===== src/dsp_pkg.sv =====
package dsp_pkg;
    localparam int ADDR_W = 12;
    localparam int DATA_W = 16;
    localparam int BANKS = 2;
    // reset levels of the strobes (inactive high)
    localparam logic [1:0] STROBE_IDLE = 2'h3;
    localparam logic WRITE_IDLE = 1'h1;
    // row phase length in core cycles; the column phase lasts COL_CYCLES + 2
    localparam int ROW_CYCLES = 2;
    localparam int COL_CYCLES = 2;
    localparam logic [1:0] PHASE_ONE = 2'h1;

    typedef enum logic [1:0] {
        DSP_IDLE = 2'b00,
        DSP_ROW = 2'b01,
        DSP_COL = 2'b11,
        DSP_DONE = 2'b10
    } dsp_state_t;

    typedef struct packed {
        logic bank;
        logic write;
        logic hi_byte;
        logic lo_byte;
        logic [ADDR_W-1:0] row;
        logic [ADDR_W-1:0] col;
        logic [DATA_W-1:0] wdata;
    } dsp_req_t;
endpackage


===== src/dsp_parity.sv =====
`timescale 1ns/1ps
module dsp_parity (
    // byte data
    input wire logic [15:0] data,
    // odd parity bits, one per byte
    output logic [1:0] odd_bits
);
    genvar g;
    generate
        for (g = 0; g < 2; g++) begin : g_byte
            assign odd_bits[g] = ~^data[g*8 +: 8];
        end
    endgenerate
endmodule


===== src/dsp_port.sv =====
`timescale 1ns/1ps
module dsp_port (
    // clock and reset
    input wire logic CORE_CLK,
    input wire logic RST,
    // configuration
    input wire logic SINGLE_BANK,
    input wire logic PARITY_EN,
    // request
    input wire logic REQ_VALID,
    input wire dsp_pkg::dsp_req_t REQ,
    output logic REQ_READY,
    // answer
    output logic DONE,
    output logic [15:0] RDATA,
    output logic PARITY_ERR,
    output logic PARITY_ERR_PULSE,
    input wire logic PARITY_ERR_CLR,
    // dram pins
    output logic [11:0] SYSTEM_ADDRESS_BUS,
    output logic [1:0] ROW_STROBE_N,
    output logic [1:0] COL_STROBE_HIGH_BYTE_N,
    output logic [1:0] COL_STROBE_LOW_BYTE_N,
    output logic WRITE_STROBE_N,
    input wire logic [15:0] DATA_IN,
    output logic [15:0] DATA_OUT,
    output logic DATA_OE,
    input wire logic [1:0] DRAM_PARITY_LINE_IN,
    output logic [1:0] DRAM_PARITY_LINE_OUT,
    output logic [1:0] DRAM_PARITY_LINE_OE
);
    dsp_pkg::dsp_state_t state;
    dsp_pkg::dsp_req_t cur;
    logic [1:0] cnt;
    logic bank_sel;
    logic [15:0] din_s1, din_s2;
    logic [1:0] par_s1, par_s2;
    logic [1:0] wpar, rpar;
    logic bad;
    logic fin;

    // active-low strobe pair with only the selected lane pulled low, and only when on is set
    function automatic logic [1:0] lane_n(input logic sel, input logic on);
        logic [1:0] v;
        v = dsp_pkg::STROBE_IDLE;
        v[sel] = ~on;
        return v;
    endfunction

    // single-bank mode folds every access onto bank zero
    assign bank_sel = SINGLE_BANK ? 1'b0 : cur.bank;
    // a new request is taken only while idle
    assign REQ_READY = (state == dsp_pkg::DSP_IDLE);

    // pin inputs pass two flip-flops
    always_ff @(posedge CORE_CLK or posedge RST) begin
        if (RST) begin
            din_s1 <= 16'h0000;
            din_s2 <= 16'h0000;
            par_s1 <= 2'h0;
            par_s2 <= 2'h0;
        end else begin
            din_s1 <= DATA_IN;
            din_s2 <= din_s1;
            par_s1 <= DRAM_PARITY_LINE_IN;
            par_s2 <= par_s1;
        end
    end

    dsp_parity u_wpar (
        .data(cur.wdata),
        .odd_bits(wpar)
    );
    dsp_parity u_rpar (
        .data(din_s2),
        .odd_bits(rpar)
    );

    // check only the bytes that were strobed
    assign bad = PARITY_EN && !cur.write && (
        (cur.lo_byte && (rpar[0] != par_s2[0])) ||
        (cur.hi_byte && (rpar[1] != par_s2[1])));

    // sequencer
    always_ff @(posedge CORE_CLK or posedge RST) begin
        if (RST) begin
            state <= dsp_pkg::DSP_IDLE;
            cnt <= 2'h0;
            cur <= '0;
        end else begin
            case (state)
                dsp_pkg::DSP_IDLE: begin
                    if (REQ_VALID) begin
                        cur <= REQ;
                        cnt <= 2'(dsp_pkg::ROW_CYCLES - 1);
                        state <= dsp_pkg::DSP_ROW;
                    end
                end
                dsp_pkg::DSP_ROW: begin
                    if (cnt == 2'h0) begin
                        cnt <= 2'(dsp_pkg::COL_CYCLES + 1);
                        state <= dsp_pkg::DSP_COL;
                    end else begin
                        cnt <= cnt - 2'h1;
                    end
                end
                dsp_pkg::DSP_COL: begin
                    if (cnt == 2'h0) begin
                        state <= dsp_pkg::DSP_DONE;
                    end else begin
                        cnt <= cnt - 2'h1;
                    end
                end
                default: begin
                    state <= dsp_pkg::DSP_IDLE;
                end
            endcase
        end
    end

    // pin drivers
    always_ff @(posedge CORE_CLK or posedge RST) begin
        if (RST) begin
            SYSTEM_ADDRESS_BUS <= 12'h000;
            ROW_STROBE_N <= dsp_pkg::STROBE_IDLE;
            COL_STROBE_HIGH_BYTE_N <= dsp_pkg::STROBE_IDLE;
            COL_STROBE_LOW_BYTE_N <= dsp_pkg::STROBE_IDLE;
            WRITE_STROBE_N <= dsp_pkg::WRITE_IDLE;
            DATA_OUT <= 16'h0000;
            DATA_OE <= 1'b0;
            DRAM_PARITY_LINE_OUT <= 2'h0;
            DRAM_PARITY_LINE_OE <= 2'h0;
        end else begin
            ROW_STROBE_N <= dsp_pkg::STROBE_IDLE;
            COL_STROBE_HIGH_BYTE_N <= dsp_pkg::STROBE_IDLE;
            COL_STROBE_LOW_BYTE_N <= dsp_pkg::STROBE_IDLE;
            WRITE_STROBE_N <= dsp_pkg::WRITE_IDLE;
            DATA_OE <= 1'b0;
            DRAM_PARITY_LINE_OE <= 2'h0;
            case (state)
                dsp_pkg::DSP_ROW: begin
                    SYSTEM_ADDRESS_BUS <= cur.row;
                    // row address set up one cycle ahead of the falling strobe
                    if (cnt != 2'(dsp_pkg::ROW_CYCLES - 1)) begin
                        ROW_STROBE_N <= lane_n(bank_sel, 1'b1);
                    end
                end
                dsp_pkg::DSP_COL: begin
                    SYSTEM_ADDRESS_BUS <= cur.col;
                    ROW_STROBE_N <= lane_n(bank_sel, 1'b1);
                    WRITE_STROBE_N <= ~cur.write;
                    DATA_OUT <= cur.wdata;
                    DATA_OE <= cur.write;
                    DRAM_PARITY_LINE_OUT <= wpar;
                    DRAM_PARITY_LINE_OE <= {2{cur.write & PARITY_EN}};
                    if (cnt <= dsp_pkg::PHASE_ONE) begin
                        COL_STROBE_HIGH_BYTE_N <= lane_n(bank_sel, cur.hi_byte);
                        COL_STROBE_LOW_BYTE_N <= lane_n(bank_sel, cur.lo_byte);
                    end
                end
                default: begin
                end
            endcase
        end
    end

    // completion runs one cycle behind the done state, so that the data and
    // parity sampled while the column strobes were low have passed both
    // synchroniser stages before they are captured and checked
    always_ff @(posedge CORE_CLK or posedge RST) begin
        if (RST) begin
            fin <= 1'b0;
        end else begin
            fin <= (state == dsp_pkg::DSP_DONE);
        end
    end

    // read capture and completion pulses
    always_ff @(posedge CORE_CLK or posedge RST) begin
        if (RST) begin
            RDATA <= 16'h0000;
            DONE <= 1'b0;
            PARITY_ERR_PULSE <= 1'b0;
        end else begin
            DONE <= fin;
            PARITY_ERR_PULSE <= 1'b0;
            if (fin) begin
                if (!cur.write) begin
                    RDATA <= din_s2;
                end
                if (bad) begin
                    PARITY_ERR_PULSE <= 1'b1;
                end
            end
        end
    end

    // sticky error flag; a new error beats a clear in the same cycle
    always_ff @(posedge CORE_CLK or posedge RST) begin
        if (RST) begin
            PARITY_ERR <= 1'b0;
        end else begin
            if (fin && bad) begin
                PARITY_ERR <= 1'b1;
            end else if (PARITY_ERR_CLR) begin
                PARITY_ERR <= 1'b0;
            end
        end
    end
endmodule


===== config.mk =====
export PLATFORM = sky130hd
export DESIGN_NAME = dsp_port
export DESIGN_NICKNAME = d
export VERILOG_FILES = /design/src/dsp_pkg.sv /design/src/dsp_parity.sv /design/src/dsp_port.sv
export SDC_FILE = /design/constraint.sdc
export NUM_CORES = 1
export LEC_CHECK = 0
export BUFFER_PORTS_ARGS = -buffer_cell sky130_fd_sc_hd__buf_2
export CORE_MARGIN = 2
export CORE_UTILIZATION = 53
export DETAILED_ROUTE_END_ITERATION = 12
export GPL_TIMING_DRIVEN = 1
export MAX_ROUTING_LAYER = met4
export PLACE_DENSITY = 0.8
export SETUP_SLACK_MARGIN = 0.15
export SLEW_MARGIN = 5
export SYNTH_ARGS = -nofsm -noshare
export SYNTH_HDL_FRONTEND = slang
export SYNTH_SLANG_ARGS = --single-unit

===== constraint.sdc =====
create_clock -name CORE_CLK -period 5 [get_ports CORE_CLK]
set_input_delay 0.25 -clock CORE_CLK [delete_from_list [all_inputs] [get_ports CORE_CLK]]
set_output_delay 0.25 -clock CORE_CLK [all_outputs]
set_load 0.01 [all_outputs]

# --- Yosys cells after proc, flatten, opt, wreduce, memory -nomap -nowiden ---
# Cells that the tools add are included.
op_classes:
  order_cmp: 3
  eq_ne: 10
  bitwise_logic: 7
  reduce_logical: 21
  muxes: 24
  addsub: 1
op_table:
  columns: ["operator", "n"]
  rows:
  - ["8-bit XNOR reduction", 4]
  - ["12-bit case mux with 2 select lines", 1]
  - ["2-bit two-way mux", 11]
  - ["2-bit case mux with 3 select lines", 2]
  - ["1-bit two-way mux", 8]
  - ["2-bit inequality test, second input constant", 4]
  - ["1-bit logical AND", 6]
  - ["3-bit AND reduction", 2]
  - ["2-bit == test, second input constant", 2]
  - ["2-bit logical NOT", 2]
  - ["2-bit OR", 2]
  - ["2-bit case mux with 2 select lines", 1]
  - ["2-bit AND reduction", 2]
  - ["2-bit nonzero test", 2]
  - ["1-bit NOT", 3]
  - ["3-bit nonzero test", 1]
  - ["2-bit by 1-bit == test with 1-bit output, second input constant", 1]
  - ["2-bit by 1-bit <= comparator with 1-bit output, second input constant", 1]
  - ["1-bit by 2-bit less-than comparator with 1-bit output, second input constant", 1]
  - ["1-bit inequality test", 2]
  - ["2-bit by 1-bit inequality test with 1-bit output, second input constant", 1]
  - ["2-bit NOT", 1]
  - ["2-bit by 1-bit subtractor with 2-bit output, second input constant", 1]
  - ["1-bit AND", 1]
  - ["other kinds (4)", 4]
word_totals:
  elab_cells: 93
  ff_bits: 144
  inputBits: 68

# --- Logic depth before layout (Yosys ltp) ---
depth:
  depth_word: 9
  mapped_depth: 6
  mapped_depth_nobuf: 6

# --- Cells and area by module ---
# A second synthesis with hierarchy kept.
hier_totals:
  cells_unflattened: 342
  hier_area_um2: 5456.5
by_module_without_submodules:
  columns: ["mod", "cells_per_inst", "n_inst", "area_per_inst_um2"]
  rows:
  - ["dsp_port", 314, 1, 5211.2]
  - ["dsp_parity", 14, 2, 122.6]

# --- Least setup slack after synthesis ---
# OpenSTA, ideal clock, no wires.
synth_timing:
  path_type: "flip-flop to flip-flop"
  start: "register state[0]"
  end: "register cur[0] (netlist name)"
  setup_ns: 0.125
  synth_period_minus_slack_ns: 1.471
  setup_slack_ns: 3.529
  required_ns: 4.875
  path_stages_with_launch: 7
  arrival_ns: 1.346
  path_cell_list: "dfrtp_1 -> buf_4 -> nor2_4 -> and2_4 -> buf_6 -> buf_8 -> mux2_4"
synth_via:
  elab_chain_cells: 2
synth_lines:
  columns: ["item", "line_no", "source"]
  rows:
  - ["from (decl)", "dsp_port.sv:32", "dsp_pkg::dsp_state_t state;"]
  - ["from (signal assigned)", "dsp_port.sv:87", "state <= dsp_pkg::DSP_IDLE;"]
  - ["from (signal assigned)", "dsp_port.sv:96", "state <= dsp_pkg::DSP_ROW;"]
  - ["from (signal assigned)", "dsp_port.sv:102", "state <= dsp_pkg::DSP_COL;"]
  - ["2-bit logical NOT", null, null]
  - ["via REQ_READY", "dsp_port.sv:12", "output logic REQ_READY,"]
  - ["2-bit AND reduction (no source line)", null, null]
  - ["to (signal assigned)", "dsp_port.sv:89", "cur <= '0;"]
  - ["to (signal assigned)", "dsp_port.sv:94", "cur <= REQ;"]
  - ["to (decl)", "dsp_port.sv:33", "dsp_pkg::dsp_req_t cur;"]
# The timed path passes the listed nets, and every way through them passes these cells.
# A chain may end at the register's enable or synchronous reset.

# --- Worst setup path in the final report ---
layout_timing:
  start: "register state[0]"
  end: "register COL_STROBE_HIGH_BYTE_N[1]"
layout_via:
  elab_chain_cells: 2
layout_lines:
  columns: ["item", "line_no", "source"]
  rows:
  - ["2-bit == test", "dsp_port.sv:140", "case (state)"]
  - ["2-bit two-way mux", "dsp_port.sv:140", null]
  - ["to (signal assigned)", "dsp_port.sv:126", "COL_STROBE_HIGH_BYTE_N <= dsp_pkg::STROBE_IDLE;"]
  - ["to (signal assigned)", "dsp_port.sv:135", "COL_STROBE_HIGH_BYTE_N <= dsp_pkg::STROBE_IDLE;"]
  - ["to (signal assigned)", "dsp_port.sv:157", "COL_STROBE_HIGH_BYTE_N <= lane_n(bank_sel, cur.hi_byte);"]
  - ["to (decl)", "dsp_port.sv:22", "output logic [1:0] COL_STROBE_HIGH_BYTE_N,"]
# Every way passes these cells.

==> run summary <==
The run finished with clean final reports. The classification of the worst-slack hold path is input port to flop. The biggest cell delay along the critical path came out at around 0.99 ns.

The total count of max-transition violations in the final report is 0. The first TritonRoute pass finished after 4 iterations. The vias after detailed routing is 3335. The ratio of final minimum period to clock period came out at 0.503.

The global route total overflow came out at 0. In this run the core area contains 37 standard-cell rows. Leaving out fill and tap cells, the most frequent cell in the layout is dfrtp_1. The met2 routing resource usage after global routing is 0.339.

The post-route DRC violation count is 0. For met3 alone, demand over resource in global routing was 0.0563. The number of buffers inserted by port buffering came out at approximately 130. The quantity of hold-fixing buffers added after cts is 65.

The worst register-to-register path ends at COL_STROBE_HIGH_BYTE_N[1]. The wire length after detailed routing is between 10 and 15 mm. Clock-pin slew was measured on the worst setup and hold paths at approximately 0.060 ns. The netlist area before placement is around 0.0055 mm². VDD sags by at most 0.299 mV. The peak clock frequency supported by timing is about 400 MHz. The startpoint of the worst register-to-register path is state[0]. Entering global routing, the biggest net connects 94 pins. The kind of cell with the highest combined delay along the critical path is flip-flops.

The sequential fraction of the synthesis area came out at 0.654. met2 is the most crowded layer. The worst slew slack as a fraction of its limit came out at 0.344. In this run, CTS created clock tree buffers numbering 17. The number of resized instances in the post-cts repair step is 0. For this run, the total global-route usage over all layers was measured as 0.209. The final net count came out at just over 600. The final routed wire length divided by cell count came out at 15.1 µm.

The number of top-level pins came out at 128. At the worst endpoint, the arrival time is slightly below 3 ns. Summed over all failing endpoints, the final setup total negative slack is 0 ns. In this run the power density over the cells is approximately 630 mW/mm².

The cell at the slowest stage of the critical path is dfrtp_1. After floorplanning, the core was sized to cover around 0.010 mm². The root buffer cell is clkbuf_8.

The global-route wire length before repair came out at between 15 and 20 mm. The worst path buffer plus inverter count came out at 0. The initial antenna violation count was 0.

The count of endpoints failing setup in the final report is 0. The average instance in the mapped netlist occupies 16.0 µm². The area of the die is around 0.011 mm². The number of distinct standard cells referenced by the synthesized netlist is 32. The depth of the worst register-to-register path is 3. Synthesis handed over a netlist of between 300 and 400 instances. The initial detailed-routing violation count is slightly above 100. The critical path start-end classification is flop to flop. The peak fanout along the critical path came out at 34. The filler cells instantiated in the layout total between 600 and 700. The worst setup path is launched from a flop. The count of endpoints failing hold in the final timing report is 0.

The count of antenna-violating nets left after detailed routing is 0. The HPWL after detailed placement is approximately 6.6 mm. Setup repair after global routing left no endpoint under its margin. The pin slew with the least headroom to its limit came out at slightly below 1 ns. The depth of the critical timing path with buffers and inverters included is 3. The number of vias per cell after detailed routing came out at ~4.8. TritonCTS built the clock tree. Max-cap violations in this run came to 0. The die height is approximately 110 µm.

The leakage power of the design is 3.51 nW. The proportion of layout cells with a drive suffix above 1 came out at 0.448. The clock latency on the worst-skew pair is about 0.5 ns.

At the end of routability-driven placement, the weighted congestion stood at 0.749. The number of nets handed over by synthesis was between 400 and 500. Setup slack on the worst reg-to-reg path comes out at approximately 2.5 ns. The largest buffer count on any clock path came out at 2. The time the final worst path needs with I/O delays and setup came out at ~2.5 ns. The initial core utilization is 0.539. The signed area change from the synthesized netlist to the final layout is 35.0%.

The number of antenna repair diodes is 0. The most critical setup path has its endpoint at COL_STROBE_HIGH_BYTE_N[1]. The warning count from the yosys run came out at 0.

In the layout the commonest cells are dfrtp_1 (136), buf_2 (127), dlygate4sd3_1 (65). At the end of the flow the core is filled with cells to 0.727. The maximum level of the CTS H-tree is 4.

The worst endpoint required time came out at between 5 and 6 ns. Walking the worst path, the cells encountered are nand2_1, a21oi_1, nand3_1. The via count of the first global-routing pass is around 3600.

The startpoint of the worst setup timing path is state[0]. Between clock sinks in the finished design, the worst skew comes to 0.0167 ns. The routing usage on met1 came out at 0.270. The tree built by TritonCTS fans out to 143 sinks. The die is 106 µm wide. The total setup buffers inserted after CTS is 0. The worst setup path is captured at a flop. The number of synthesized register bits came out at 143.
state kept, by name, indices dropped and copies added (netlist names):
name,flops
COL_STROBE_HIGH_BYTE_N,2
COL_STROBE_LOW_BYTE_N,2
DATA_OE,1
DATA_OUT,16
DONE,1
DRAM_PARITY_LINE_OE,1
DRAM_PARITY_LINE_OUT,2
PARITY_ERR,1
PARITY_ERR_PULSE,1
RDATA,16
ROW_STROBE_N,2
SYSTEM_ADDRESS_BUS,12
WRITE_STROBE_N,1
cnt,2
cur,44
din_s1,16
din_s2,16
fin,1
par_s1,2
par_s2,2
state,2
worst min path at each step:
stage / start / endpoint / slack [ns] / cells after the start
6_report: REQ_VALID / state[0] / 0.04 / 3
5_1_grt: REQ_VALID / state[0] / 0.04 / 3
4_1_cts: REQ_VALID / state[0] / 0.01 / 3
3_5_place_dp: din_s1[13] / din_s2[13] / 0.33 / 0
3_3_place_gp: din_s1[15] / din_s2[15] / 0.33 / 0
2_1_floorplan: DATA_IN[0] / din_s1[0] / 0.28 / 0
tightest hold or removal path: cells and delay by family:
family / cells / cell delay (ns)
buffers and inverters: 1 / 0.09
AND/OR/NAND/NOR: 2 / 0.15
per-stage QoR:
stage | worst slack [ns] | cells | cell area, µm² | power [mW] | hold WS (ns)
after CTS | 2.44 | 689 | 7410 | 4.71 | 0.00978
after global placement | 2.52 | 592 | 6180 | 3.37 | 0.332
after floorplan | 0.924 | 343 | 5490 | 3.02 | 0.281
after detailed placement | 2.44 | 592 | 6180 | 3.45 | 0.335
final | 2.48 | 689 | 7410 | 4.66 | 0.0359
after global routing | 2.17 | 689 | 7410 | 4.96 | 0.0416
cell type report:
| cell class | count | area (µm²) | share of cell area |
|---|---|---|---|
| multi-input cells | 178 | 1740 | 0.235 |
| clock buffers | 18 | 418 | 0.0564 |
| repair buffers | 194 | 1300 | 0.176 |
| well taps | 136 | 170 | 0.0230 |
| inverters | 6 | 27.5 | 0.00372 |
| clock inverters | 14 | 159 | 0.0215 |
| flip-flops and latches | 143 | 3590 | 0.484 |
report_power, final:
group | switching, mW | internal (mW)
clock network | 0.484 | 0.719
registers | 0.347 | 1.61
logic | 0.609 | 0.893
per-layer routing:
| metal | vias to the layer above | part of all wire |
|---|---|---|
| met5 | - | 0 |
| met1 | 1667 | 0.44 |
| met3 | 6 | 0.047 |
| met2 | 99 | 0.50 |
| li1 | 1563 | - |
| met4 | 0 | 0.0050 |
Yosys cell counts:
cell / count / area [µm²]
a21boi_0: 1 / 7.51
a21oi_1: 14 / 70.1
a311oi_1: 1 / 8.76
and2_1: 1 / 6.26
and2_4: 1 / 8.76
buf_2: 5 / 25.0
buf_4: 2 / 15.0
buf_6: 2 / 22.5
buf_8: 4 / 60.1
clkbuf_1: 3 / 11.3
dfrtp_1: 136 / 3400
dfstp_2: 7 / 184
ha_1: 2 / 25.0
inv_1: 6 / 22.5
mux2_2: 36 / 405
mux2_4: 40 / 601
mux2i_1: 12 / 120
nand2_1: 10 / 37.5
nand2b_1: 2 / 12.5
nand3_1: 7 / 35.0
nor2_1: 14 / 52.6
nor2_4: 1 / 11.3
nor2b_1: 2 / 12.5
o21a_1: 1 / 7.51
o21ai_0: 2 / 10.0
o221ai_1: 1 / 8.76
o22a_1: 1 / 8.76
o22ai_1: 1 / 6.26
xnor2_1: 20 / 175
xnor2_2: 2 / 32.5
xnor3_1: 2 / 45.0
xor2_1: 4 / 35.0
cells by family (layout without fill, tap and decap cells):
group                    count (synthesis)  count (layout)  synth area share
flip-flops                             143             143             0.654
multiplexers                            88              88             0.205
AND/OR/NAND/NOR                         38              38            0.0322
XOR/XNOR                                28              28            0.0525
AO/OA/AOI/OAI                           22              22            0.0233
buffers and inverters                   22             232            0.0285
adder cells (fa/ha/maj)                  2               2           0.00456
(Power assumes the default switching activity.)
